$ cat config.mk
export PLATFORM = sky130hd
export DESIGN_NAME = udt_core
export DESIGN_NICKNAME = d
export VERILOG_FILES = /design/src/design/udt_pkg.sv /design/src/design/udt_core.sv
export VERILOG_INCLUDE_DIRS = /design/src /design/src/design
export SDC_FILE = /design/constraint.sdc
export NUM_CORES = 1
export LEC_CHECK = 0
export CAP_MARGIN = 20
export CORE_MARGIN = 3
export CORE_UTILIZATION = 55
export DETAILED_ROUTE_END_ITERATION = 8
export DONT_BUFFER_PORTS = 1
export PLACE_DENSITY = 0.69
export SLEW_MARGIN = 20
export SYNTH_ARGS = -nofsm -noshare
export SYNTH_HDL_FRONTEND = slang
export SYNTH_SLANG_ARGS = --single-unit
$ cat constraint.sdc
create_clock -name MCLK -period 6.5 [get_ports MCLK]
set_clock_uncertainty 0.15 [all_clocks]
set_input_delay 0.975 -clock MCLK [delete_from_list [all_inputs] [get_ports MCLK]]
set_output_delay 0.975 -clock MCLK [all_outputs]
set_load 0.02 [all_outputs]
$ cat src/design/udt_regs.svh
// Register offsets, field positions and reset values of the up/down timer core.
`ifndef UDT_REGS_SVH
`define UDT_REGS_SVH

// ==========================================================================
// Register indices on the plain register port
// ==========================================================================
`define UDT_ADDR_W            4
`define UDT_REG_CONTROL       4'h0
`define UDT_REG_LIMIT         4'h1
`define UDT_REG_COUNT         4'h2
`define UDT_REG_STATE         4'h3
`define UDT_REG_EVFLAG        4'h4
`define UDT_REG_EVENABLE      4'h5
`define UDT_REG_CCCTL0        4'h6
`define UDT_REG_CCCTL1        4'h7
`define UDT_REG_CCVAL0        4'h8
`define UDT_REG_CCVAL1        4'h9

// ==========================================================================
// Field positions
// ==========================================================================
`define UDT_CTL_ENABLE        0
`define UDT_CTL_PRESET        1
`define UDT_CTL_RUN           2
`define UDT_CTL_ONESHOT       3
`define UDT_CTL_DIR_LO        4
`define UDT_CTL_DIR_HI        5
`define UDT_CTL_BUSY          8
`define UDT_ST_RUNNING        0
`define UDT_ST_UP             1
`define UDT_EV_CC0            0
`define UDT_EV_CC1            1
`define UDT_EV_LIMIT          4
`define UDT_EV_ZERO           5
`define UDT_CC_MODE           0
`define UDT_CC_BUF_LO         1
`define UDT_CC_BUF_HI         3

// ==========================================================================
// Reset values and constants
// ==========================================================================
`define UDT_RST_LIMIT         16'hffff
`define UDT_RST_ZERO16        16'h0000
`define UDT_EV_MASK           16'h0033

`endif

$ cat src/design/udt_pkg.sv
// Types shared by the up/down timer core.
package udt_pkg;

    // ======================================================================
    // Counting direction selection
    // ======================================================================
    typedef enum logic [1:0] {
        UDT_DIR_UP     = 2'h0,
        UDT_DIR_DOWN   = 2'h1,
        UDT_DIR_UPDOWN = 2'h2,
        UDT_DIR_RSVD   = 2'h3
    } udt_dir_t;

    // ======================================================================
    // Compare buffer load timing
    // ======================================================================
    typedef enum logic [2:0] {
        UDT_BUF_NOW      = 3'h0,
        UDT_BUF_AT_ZERO  = 3'h1,
        UDT_BUF_AT_LIMIT = 3'h2,
        UDT_BUF_AT_BOTH  = 3'h3,
        UDT_BUF_AT_STOP  = 3'h4
    } udt_buf_t;

endpackage

$ cat src/design/udt_core.sv
// One channel of a 16-bit up/down timer with two compare circuits.
//
// Contract
// - 16-bit counter advances on each rising count clock edge: up, down or up/down.
// - Direction field plus single-cycle bit give six counting modes.
// - Software limit bounds the counter to 0x0000 through the limit.
// - Preset clears to 0x0000, or loads the limit in down mode.
// - Counting up, counter clears to 0x0000 on the count after the limit.
// - Run bit starts counting; stopping depends on repeat or single-cycle.
// - Live count readable; software reads twice or stops the counter first.
// - Running status reads 1 while counting, 0 when idle.
// - Direction status reads 1 counting up, 0 counting down.
// - Repeat up wraps to 0x0000 and runs until run is cleared.
// - Counting up, new limit above count is the target; below clears count.
// - Single-cycle up wraps to 0x0000 past the limit, then stops.
// - Repeat down reloads limit on underflow; new limit waits for underflow.
// - Single-cycle down reloads limit on underflow, then stops.
// - Repeat up/down runs 0x0000 to limit and back until run is cleared.
// - Up/down: limit change while descending applies to the next ascent.
// - Single-cycle up/down stops on reaching 0x0000 while descending.
// - Each compare circuit has its own mode bit: 0 compare, 1 capture; no capture logic, so 1 turns compare off; 1 on both also stops limit and zero flags.
// - Compare mode: count equals buffer asserts match and sets event flag.
// - Limit and zero set their flags while either circuit is in compare mode; writing 1 clears any flag.
// - Comparator uses a buffered compare value loaded at a chosen moment.
// - Interrupt request only for a set flag whose enable bit is 1.
// - Busy reads 1 while a new limit transfers; limit writes then ignored.
//
// The placing of the registers and strobed register access were left to the implementer.
`include "udt_regs.svh"
`timescale 1ns/1ps
`default_nettype none

module udt_core
    import udt_pkg::*;
(
    input  wire logic                   MCLK,
    input  wire logic                   RESET_N,
    input  wire logic                   COUNT_CLOCK,
    input  wire logic [`UDT_ADDR_W-1:0] ADDR,
    input  wire logic [15:0]            WDATA,
    input  wire logic                   WR_STB,
    input  wire logic                   RD_STB,
    output logic      [15:0]            RDATA,
    output logic                        IRQ,
    output logic      [1:0]             CC_MATCH
);

    // ======================================================================
    // Reset release
    // ======================================================================
    logic rst_meta_q;
    logic rst_n_q;

    always_ff @(posedge MCLK or negedge RESET_N) begin
        if (!RESET_N) begin
            rst_meta_q <= 1'b0;
            rst_n_q    <= 1'b0;
        end else begin
            rst_meta_q <= 1'b1;
            rst_n_q    <= rst_meta_q;
        end
    end

    // ======================================================================
    // State
    // ======================================================================
    logic        enable_q,    enable_d;
    logic        run_q,       run_d;
    logic        oneshot_q,   oneshot_d;
    udt_dir_t    dir_sel_q,   dir_sel_d;
    logic [15:0] limit_q,     limit_d;
    logic [15:0] limit_act_q, limit_act_d;
    logic        lbusy_q,     lbusy_d;
    logic [15:0] count_q,     count_d;
    logic        phase_up_q,  phase_up_d;
    logic [5:0]  flags_q,     flags_d;
    logic [5:0]  enables_q,   enables_d;
    logic [1:0]  cc_mode_q,   cc_mode_d;
    udt_buf_t    cc_buf_q [2];
    udt_buf_t    cc_buf_d [2];
    logic [15:0] cc_val_q [2];
    logic [15:0] cc_val_d [2];
    logic [15:0] cc_cmp_q [2];
    logic [15:0] cc_cmp_d [2];
    logic        cclk_q,      cclk_d;
    logic [15:0] rdata_d;
    logic        irq_d;
    logic [1:0]  match_d;

    logic        wr_ctl;
    logic        tick;
    logic        running;
    logic        up_now;
    logic        hit_zero;
    logic        hit_limit;
    logic        stop_now;
    logic        any_compare;

    // Flag word as it sits in the event registers.
    function automatic logic [15:0] ev_word(input logic [5:0] f);
        ev_word = {10'h000, f[5:4], 2'h0, f[1:0]};
    endfunction

    function automatic logic [5:0] ev_bits(input logic [15:0] w);
        ev_bits = {w[`UDT_EV_ZERO], w[`UDT_EV_LIMIT], 2'h0, w[`UDT_EV_CC1], w[`UDT_EV_CC0]};
    endfunction

    // Whether a circuit's compare buffer takes the written value now.
    function automatic logic buf_load(input udt_buf_t sel, input logic z, input logic m,
                                      input logic stopped);
        unique case (sel)
            UDT_BUF_AT_ZERO:  buf_load = z;
            UDT_BUF_AT_LIMIT: buf_load = m;
            UDT_BUF_AT_BOTH:  buf_load = z | m;
            UDT_BUF_AT_STOP:  buf_load = stopped;
            default:          buf_load = 1'b1;
        endcase
    endfunction

    // ======================================================================
    // Counter
    // ======================================================================
    // The count clock is sampled in the bus clock, so it must run at less
    // than half the bus clock rate; each of its rising edges is one count.
    assign tick    = COUNT_CLOCK & ~cclk_q;
    assign running = run_q & enable_q;
    assign wr_ctl  = WR_STB && (ADDR == `UDT_REG_CONTROL);
    assign up_now  = (dir_sel_q == UDT_DIR_DOWN) ? 1'b0 :
                     (dir_sel_q == UDT_DIR_UPDOWN) ? phase_up_q : 1'b1;

    always_comb begin
        cclk_d      = COUNT_CLOCK;
        count_d     = count_q;
        phase_up_d  = phase_up_q;
        limit_act_d = limit_act_q;
        lbusy_d     = lbusy_q;
        run_d       = run_q;
        stop_now    = 1'b0;
        // A new limit waits in the holding register until the next count edge (descending in up/down: the turn at 0x0000), or one cycle while stopped.
        if (lbusy_q && (tick || !running)) begin
            lbusy_d = 1'b0;
            if (dir_sel_q == UDT_DIR_UP || phase_up_q || !running) begin
                limit_act_d = limit_q;
            end
        end
        if (running && tick) begin
            unique case (dir_sel_q)
                UDT_DIR_DOWN: begin
                    if (count_q == `UDT_RST_ZERO16) begin
                        // Down counting picks up a changed limit only here.
                        count_d     = limit_q;
                        limit_act_d = limit_q;
                        stop_now    = oneshot_q;
                    end else begin
                        count_d = count_q - 16'h0001;
                    end
                end
                UDT_DIR_UPDOWN: begin
                    if (phase_up_q) begin
                        // A limit handed over at this edge already bounds this count.
                        if (count_q > limit_act_d) begin
                            count_d = `UDT_RST_ZERO16;
                        end else if (count_q == limit_act_d) begin
                            count_d    = count_q - 16'h0001;
                            phase_up_d = 1'b0;
                            if (count_q == `UDT_RST_ZERO16) begin
                                count_d    = `UDT_RST_ZERO16;
                                phase_up_d = 1'b1;
                                stop_now   = oneshot_q;
                            end
                        end else begin
                            count_d = count_q + 16'h0001;
                        end
                    end else begin
                        if (count_q == `UDT_RST_ZERO16) begin
                            count_d    = 16'h0001;
                            phase_up_d = 1'b1;
                            // A limit written during the descent waits for this turn.
                            // Taking it earlier would cut the descent short.
                            limit_act_d = limit_q;
                        end else begin
                            count_d = count_q - 16'h0001;
                            if (count_q == 16'h0001) begin
                                stop_now   = oneshot_q;
                                phase_up_d = oneshot_q;
                            end
                        end
                    end
                end
                default: begin
                    // The old limit here would wrap early or overshoot a lowered one.
                    if (count_q >= limit_act_d) begin
                        count_d  = `UDT_RST_ZERO16;
                        stop_now = oneshot_q;
                    end else begin
                        count_d = count_q + 16'h0001;
                    end
                end
            endcase
            if (stop_now) begin
                run_d = 1'b0;
            end
        end
        if (wr_ctl) begin
            run_d = WDATA[`UDT_CTL_RUN];
            if (WDATA[`UDT_CTL_PRESET]) begin
                phase_up_d = 1'b1;
                if (udt_dir_t'(WDATA[`UDT_CTL_DIR_HI:`UDT_CTL_DIR_LO]) == UDT_DIR_DOWN) begin
                    count_d = limit_q;
                end else begin
                    count_d = `UDT_RST_ZERO16;
                end
                limit_act_d = limit_q;
            end
        end
        if (WR_STB && (ADDR == `UDT_REG_LIMIT) && !lbusy_q) begin
            lbusy_d = 1'b1;
        end
    end

    assign hit_zero  = running && tick && (count_d == `UDT_RST_ZERO16) &&
                       (count_q != `UDT_RST_ZERO16 || dir_sel_q != UDT_DIR_UP);
    assign hit_limit = running && tick && (count_d == limit_act_d);

    // ======================================================================
    // Compare circuits and event flags
    // ======================================================================
    assign any_compare = ~cc_mode_q[0] | ~cc_mode_q[1];

    always_comb begin
        flags_d = flags_q;
        match_d = 2'b00;
        for (int i = 0; i < 2; i++) begin
            cc_cmp_d[i] = cc_cmp_q[i];
            if (buf_load(cc_buf_q[i], hit_zero, hit_limit, ~running)) begin
                cc_cmp_d[i] = cc_val_q[i];
            end
        end
        // Clearing comes first so that an event in the same cycle survives.
        if (WR_STB && (ADDR == `UDT_REG_EVFLAG)) begin
            flags_d = flags_q & ~ev_bits(WDATA);
        end
        for (int i = 0; i < 2; i++) begin
            if (!cc_mode_q[i] && running && tick && (count_d == cc_cmp_q[i])) begin
                match_d[i] = 1'b1;
                flags_d[i] = 1'b1;
            end
        end
        if (any_compare && hit_limit) begin
            flags_d[`UDT_EV_LIMIT] = 1'b1;
        end
        if (any_compare && hit_zero) begin
            flags_d[`UDT_EV_ZERO] = 1'b1;
        end
        irq_d = |(flags_d & enables_q);
    end

    // ======================================================================
    // Register port
    // ======================================================================
    always_comb begin
        enable_d  = enable_q;
        oneshot_d = oneshot_q;
        dir_sel_d = dir_sel_q;
        limit_d   = limit_q;
        enables_d = enables_q;
        cc_mode_d = cc_mode_q;
        for (int i = 0; i < 2; i++) begin
            cc_buf_d[i] = cc_buf_q[i];
            cc_val_d[i] = cc_val_q[i];
        end
        if (WR_STB) begin
            unique case (ADDR)
                `UDT_REG_CONTROL: begin
                    enable_d  = WDATA[`UDT_CTL_ENABLE];
                    oneshot_d = WDATA[`UDT_CTL_ONESHOT];
                    dir_sel_d = udt_dir_t'(WDATA[`UDT_CTL_DIR_HI:`UDT_CTL_DIR_LO]);
                end
                `UDT_REG_LIMIT: begin
                    if (!lbusy_q) begin
                        limit_d = WDATA;
                    end
                end
                `UDT_REG_EVENABLE: enables_d = ev_bits(WDATA);
                `UDT_REG_CCCTL0: begin
                    cc_mode_d[0] = WDATA[`UDT_CC_MODE];
                    cc_buf_d[0]  = udt_buf_t'(WDATA[`UDT_CC_BUF_HI:`UDT_CC_BUF_LO]);
                end
                `UDT_REG_CCCTL1: begin
                    cc_mode_d[1] = WDATA[`UDT_CC_MODE];
                    cc_buf_d[1]  = udt_buf_t'(WDATA[`UDT_CC_BUF_HI:`UDT_CC_BUF_LO]);
                end
                `UDT_REG_CCVAL0: cc_val_d[0] = WDATA;
                `UDT_REG_CCVAL1: cc_val_d[1] = WDATA;
                default: ;
            endcase
        end
        rdata_d = 16'h0000;
        if (RD_STB) begin
            unique case (ADDR)
                `UDT_REG_CONTROL: rdata_d = {7'h00, lbusy_q, 2'h0, dir_sel_q, oneshot_q,
                                             run_q, 1'b0, enable_q};
                `UDT_REG_LIMIT:    rdata_d = limit_q;
                // The count changes with the count clock; software must confirm it.
                `UDT_REG_COUNT:    rdata_d = count_q;
                `UDT_REG_STATE:    rdata_d = {14'h0000, up_now, running};
                `UDT_REG_EVFLAG:   rdata_d = ev_word(flags_q);
                `UDT_REG_EVENABLE: rdata_d = ev_word(enables_q);
                `UDT_REG_CCCTL0:   rdata_d = {12'h000, cc_buf_q[0], cc_mode_q[0]};
                `UDT_REG_CCCTL1:   rdata_d = {12'h000, cc_buf_q[1], cc_mode_q[1]};
                `UDT_REG_CCVAL0:   rdata_d = cc_val_q[0];
                `UDT_REG_CCVAL1:   rdata_d = cc_val_q[1];
                default:           rdata_d = 16'h0000;
            endcase
        end
    end

    // ======================================================================
    // Registers
    // ======================================================================
    always_ff @(posedge MCLK or negedge rst_n_q) begin
        if (!rst_n_q) begin
            enable_q    <= 1'b0;
            run_q       <= 1'b0;
            oneshot_q   <= 1'b0;
            dir_sel_q   <= UDT_DIR_UP;
            limit_q     <= `UDT_RST_LIMIT;
            limit_act_q <= `UDT_RST_LIMIT;
            lbusy_q     <= 1'b0;
            count_q     <= `UDT_RST_ZERO16;
            phase_up_q  <= 1'b1;
            flags_q     <= 6'h00;
            enables_q   <= 6'h00;
            cc_mode_q   <= 2'b00;
            cclk_q      <= 1'b0;
            RDATA       <= 16'h0000;
            IRQ         <= 1'b0;
            CC_MATCH    <= 2'b00;
            for (int i = 0; i < 2; i++) begin
                cc_buf_q[i] <= UDT_BUF_NOW;
                cc_val_q[i] <= `UDT_RST_ZERO16;
                cc_cmp_q[i] <= `UDT_RST_ZERO16;
            end
        end else begin
            enable_q    <= enable_d;
            run_q       <= run_d;
            oneshot_q   <= oneshot_d;
            dir_sel_q   <= dir_sel_d;
            limit_q     <= limit_d;
            limit_act_q <= limit_act_d;
            lbusy_q     <= lbusy_d;
            count_q     <= count_d;
            phase_up_q  <= phase_up_d;
            flags_q     <= flags_d;
            enables_q   <= enables_d;
            cc_mode_q   <= cc_mode_d;
            cclk_q      <= cclk_d;
            RDATA       <= rdata_d;
            IRQ         <= irq_d;
            CC_MATCH    <= match_d;
            for (int i = 0; i < 2; i++) begin
                cc_buf_q[i] <= cc_buf_d[i];
                cc_val_q[i] <= cc_val_d[i];
                cc_cmp_q[i] <= cc_cmp_d[i];
            end
        end
    end

endmodule

`default_nettype wire

### Word level (Yosys, flattened, before mapping)

Cells that the tools add are included.

* register bits after elaboration: 159
* logic and storage cells: 165
* input bits: 25

* reduce and logical (&&, ||, !) cells: 43
* order comparisons: 2
* $add $sub $neg: 2
* bitwise gates (word level): 12
* mux-type cells: 56
* eq/ne operators: 25

Operator list (number)
* $mux W16: 19
* $pmux W16 S10: 1
* $eq A16 B16 Y1: 4
* $pmux W16 S2: 2
* $logic_not A16 Y1: 2
* $mux W1: 30
* $logic_and A1 B1 Y1: 17
* $add A16 B1 Y16 const B: 1
* $eq A16 B1 Y1 const B: 1
* $eq A4 B3 Y1 const B: 4
* $ge A16 B16 Y1: 1
* $gt A16 B16 Y1: 1
* $reduce_bool A16 Y1: 1
* $sub A16 B1 Y16 const B: 1
* $reduce_and A2 Y1: 7
* $and A6 B6 Y6: 2
* $eq A3 B2 Y1 const B: 4
* $eq A4 B2 Y1 const B: 2
* $eq A4 B4 Y1 const B: 2
* $pmux W1 S4: 2
* $reduce_bool A2 Y1: 4
* $eq A3 B1 Y1 const B: 2
* $eq A3 B3 Y1 const B: 2
* $mux W6: 1
* other kinds (14): 27

### Logic depth before layout (Yosys ltp)

* word-level depth: 20
* gate-level depth with buffers: 22
* gate-level depth less buffers: 19

### Worst setup path before layout

No wires, ideal clock.

* path kind: input-to-reg
* start: input COUNT_CLOCK
* end: register cc_cmp_q[10] (netlist name)
* arrival time: 5.370 ns
* path slack: 0.854 ns
* cell stages on the path: 19
* data required time: 6.225 ns
* path through: nand2b_1 o21ba_2 nor2_1 clkbuf_1 mux2i_1 ha_1 nand4_2 or4_4 nand2_1 buf_2 nor3_1 a221o_2 or3b_1 nor4_1 nand4_1 o31ai_1 a21oi_2 buf_6 mux2_4

* word-level cells in the longest chain between the ends: 17
* elaborated cells on any way between the ends: 29
* those cells by class: order compare: 2; eq/ne: 2; mux: 16; bitwise: 2; reduce/logical: 7

RTL lines
* start: declaration: line udt_core.sv:38 `input wire logic COUNT_CLOCK,`
* $and A1 B1 Y1 (*): line udt_core.sv:125 `assign tick = COUNT_CLOCK & ~cclk_q;`
* parallel branches: the longest is 8 deep, another holds $gt A16 B16 Y1
* $mux W16 (*): line udt_core.sv:146 `if (running && tick) begin`
* $mux W16: line udt_core.sv:206 `` if (WDATA[`UDT_CTL_PRESET]) begin ``
* $mux W16 (*): line udt_core.sv:204 `if (wr_ctl) begin`
* via count_d[8]: line udt_core.sv:74 `logic [15:0] count_q, count_d;`
* $logic_not A16 Y1 (no source line)
* $logic_and A1 B1 Y1 (2 in series): line udt_core.sv:221 `` assign hit_zero = running && tick && (count_d == `UDT_RST_ZERO16) && ``
* $or A1 B1 Y1: line udt_core.sv:114 `UDT_BUF_AT_BOTH: buf_load = z | m;`
* $pmux W1 S4 (*): line udt_core.sv:111 `unique case (sel)`
* end signal: indexed assignment: line udt_core.sv:342 `` cc_cmp_q[i] <= `UDT_RST_ZERO16; ``
* end signal: indexed assignment: line udt_core.sv:364 `cc_cmp_q[i] <= cc_cmp_d[i];`
* end: declaration: line udt_core.sv:83 `logic [15:0] cc_cmp_q [2];`

Mark *: on every way through the listed nets, which the timed path passes.
A chain may end at the register's enable or synchronous reset.

### Worst setup path in the final report

* start: register dir_sel_q[0]
* end: register cc_cmp_q[17] (netlist name)

* word-level cells in the longest chain between the ends: 18
* elaborated cells on any way between the ends: 33
* those cells by class: order compare: 2; eq/ne: 4; mux: 17; bitwise: 1; reduce/logical: 9

RTL lines
* start: declaration: line udt_core.sv:70 `udt_dir_t dir_sel_q, dir_sel_d;`
* start signal: assignment: line udt_core.sv:348 `dir_sel_q <= dir_sel_d;`
* parallel branches: the longest is 9 deep, another holds $gt A16 B16 Y1
* $pmux W16 S2 (*): line udt_core.sv:147 `unique case (dir_sel_q)`
* $mux W16 (*): line udt_core.sv:146
* $mux W16: line udt_core.sv:206
* $mux W16 (*): line udt_core.sv:204
* via count_d[14]: line udt_core.sv:74
* $logic_not A16 Y1 (no source line)
* $logic_and A1 B1 Y1 (2 in series): line udt_core.sv:221
* $or A1 B1 Y1: line udt_core.sv:114
* $pmux W1 S4 (*): line udt_core.sv:111

Marks and branches as above.

==> results.cfg <==
[outcome]
status = complete, but fails checks
violations = design-rule violations

[die]
die-area_sq_um = 20100
rows = 48
fp.coreArea_sq_um = 17700
fp.dieH_um = 142
fp.dieW_um = 142
start_util_pct = 57.4
io_pins = 44

[detailed_routing]
wl_per_cell_um = 26.9
vias_per_cell = 7.01
drtIter0Drc = 1445
dr_total_vias = 8838
ant_nets = 0
wl_um = 33900
dr.pass1.iters = 9
drc = 1

[sta]
finalCritPeriodShare_pct = 92.2
slew_viol_final = 0
setup_viol = 0
hold_viol_final = 0
finalSetupTns_ps = 0
max_slew.worst_pin.slew_ps = 967
max_freq_mhz = 167
period_minus_slack_ps = 6000
slew_headroom_pct = 34.9
rsz0062_at_grt = false

[setup_path]
worstPathCellList = inv_1 -> ha_1 -> nor2_1 -> o21bai_2 -> buf_4 -> a21oi_1 -> a21oi_1 -> ha_1 -> nand4_2 -> buf_4 -> a2111oi_0 -> nand3b_1 -> o21ai_0 -> a221oi_2 -> buf_4 -> inv_2 -> nor4b_2 -> nand4_1 -> o31ai_1 -> a21oi_4 -> mux2_1
path_delay_family = compound AO/OA/AOI/OAI gates
max_stage_delay_ps = 570
critPathKind = flip-flop to flip-flop
cp_max_fo = 16
arrival_ps = 6160
worst_setup_path_start_kind = flip-flop
critPathMostFrequentCell = buf_4
worstPathRequired_ps = 6670
end_kind = flip-flop
slowest_stage = a2111oi_0
crit_buf_inv = 5

[cts]
holdBufCountCts = 0
clk_latency_ps = 450
cts_tree = built
cts_buffers = 17
cts.repair.resized = 0
clockBufferDepth = 2
clk_pin_slew_worst_paths_ps = 80
cts-root-buf = clkbuf_16
cts_setup_buffers = 0
clock_sinks = 157
cts_htree_levels = 4

[synth]
ys_types = 97
ys.flop_type = dfrtp_1
synth-edff-count = 0
synth_nets = 1079
synthCells = 1032
seq_area_frac_synth_pct = 39.2
synth_area_sq_um = 10100
synthTopCellsByArea = dfrtp_1, dfstp_2, mux2_2
synth_top_area_cell = dfrtp_1
ys.warnings.count = 0
ys_seq_elements = 157
synth_async_sr_flop_share_pct = 100
postSynthAreaPerCell_sq_um = 9.82
synth_top_area_share_pct = 30.6

[placement]
hpwlAfterDp_um = 24500
port_buffers = 0
dp.cells = 1228
place_area_sq_um = 10400
routabilityCongestion = 1.05

[cells_and_area]
stdcell_area_sq_um = 11000
layout-drive-gt1-share_pct = 22.8
fin_nets = 1069
instances_no_fill = 1260
final_util_pct = 62.5
insertedDiodeCount = 0
layout_common_cells = dfrtp_1, nand2_1, mux2_2
final_common_cell = dfrtp_1
area_growth_pct = 8.94

[global_routing]
grt_pass1_vias = 8550
grt.total_usage_pct = 34.2
grt_max_degree = 58
grt_pass1_wl_um = 52200
antenna_found_initial = 1
grt_overflow = 0

[power_and_ir_drop]
p_per_area_nw_per_um2 = 379
vdd_drop_max_mv = 0.308
total_power_mw = 4.18
leakage_nw = 4.49

[worst_hold_path]
hp-class = input pin to asynchronous set/reset pin

[job]
cap_violations = 0
## state kept, by name, indices dropped and copies added (netlist names), 2 cells and up
| signal | flops |
|---|---|
| cc_cmp_q | 32 |
| cc_val_q | 32 |
| RDATA | 16 |
| count_q | 16 |
| limit_act_q | 16 |
| limit_q | 16 |
| cc_buf_q | 6 |
| enables_q | 4 |
| flags_q | 4 |
| CC_MATCH | 2 |
| cc_mode_q | 2 |
| dir_sel_q | 2 |
## cell families after synthesis
group                    after synthesis  share of synthesized area [%]
AND/OR/NAND/NOR                      299                           16.7
buffers and inverters                111                           4.74
XOR/XNOR                              40                           3.46
AO/OA/AOI/OAI                        288                           19.8
multiplexers                         114                           13.4
flip-flops                           157                           39.2
adder cells (fa/ha/maj)               22                           2.72
other                                  1                         0.0370
## worst paths after layout
path / startpoint / end / slack [ps] / cells past startpoint
max reg2reg: dir_sel_q[0] / cc_cmp_q[17] / 500 / 21
max: dir_sel_q[0] / cc_cmp_q[17] / 500 / 21
min reg2reg: rst_n_q / cc_val_q[28] / 180 / 0
min: RESET_N / rst_n_q / 70 / 0
min in group MCLK: rst_meta_q / rst_n_q / 210 / 0
max in group asynchronous: rst_n_q / dir_sel_q[0] / 4840 / 1
## per-layer routing
layer,GRT usage (%),vias to the layer above,wire length (um)
li1,-,3883,-
met1,48.6,4310,14000
met2,51.9,527,15100
met3,6.98,116,3410
met4,12.5,2,1330
met5,0,-,13
## cells in the mapped netlist (5+ instances only)
| cell | number |
|---|---|
| nor4_1 | 15 |
| o21ai_0 | 44 |
| or3_1 | 7 |
| a31oi_1 | 13 |
| a22o_1 | 8 |
| mux2_4 | 20 |
| nand4_1 | 22 |
| nand3_1 | 26 |
| xor2_1 | 11 |
| xnor2_1 | 29 |
| o22ai_1 | 6 |
| a22oi_1 | 28 |
| mux2_2 | 66 |
| nor2_1 | 45 |
| nand2b_1 | 8 |
| buf_2 | 15 |
| a21o_1 | 7 |
| nor2b_1 | 9 |
| a21oi_1 | 63 |
| mux2i_1 | 13 |
| a211oi_1 | 21 |
| and3_1 | 7 |
| o31ai_1 | 7 |
| a221oi_1 | 8 |
| ha_1 | 22 |
| dfstp_2 | 33 |
| a211o_1 | 7 |
| and4_1 | 5 |
| buf_6 | 5 |
| nand2_1 | 69 |
| mux2_1 | 14 |
| o211ai_1 | 12 |
| dfrtp_1 | 124 |
| and2_1 | 5 |
| or4_1 | 7 |
| nor3_1 | 34 |
| nor3b_1 | 5 |
| clkbuf_1 | 46 |
| inv_1 | 39 |
## final cells by class
class | instances | area [sq um]
Clock buffer | 17 | 425
Multi-Input combinational cell | 764 | 5700
Tap cell | 225 | 282
Sequential cell | 157 | 3970
Fill cell | 1485 | 6620
Inverter | 40 | 150
Timing Repair Buffer | 42 | 315
Clock inverter | 15 | 193
## report_power, final
part / internal (mW) / switching, mW
logic: 0.680 / 0.818
registers: 1.25 / 0.379
clock network: 0.527 / 0.521
## stage by stage
step	setup WS (ps)	hold WS, ps
finish	504	67.4
global route	183	51.7
CTS	627	58.6
detailed placement	427	193
global placement	533	190
floorplan	854	181
(Power assumes the default switching activity.)
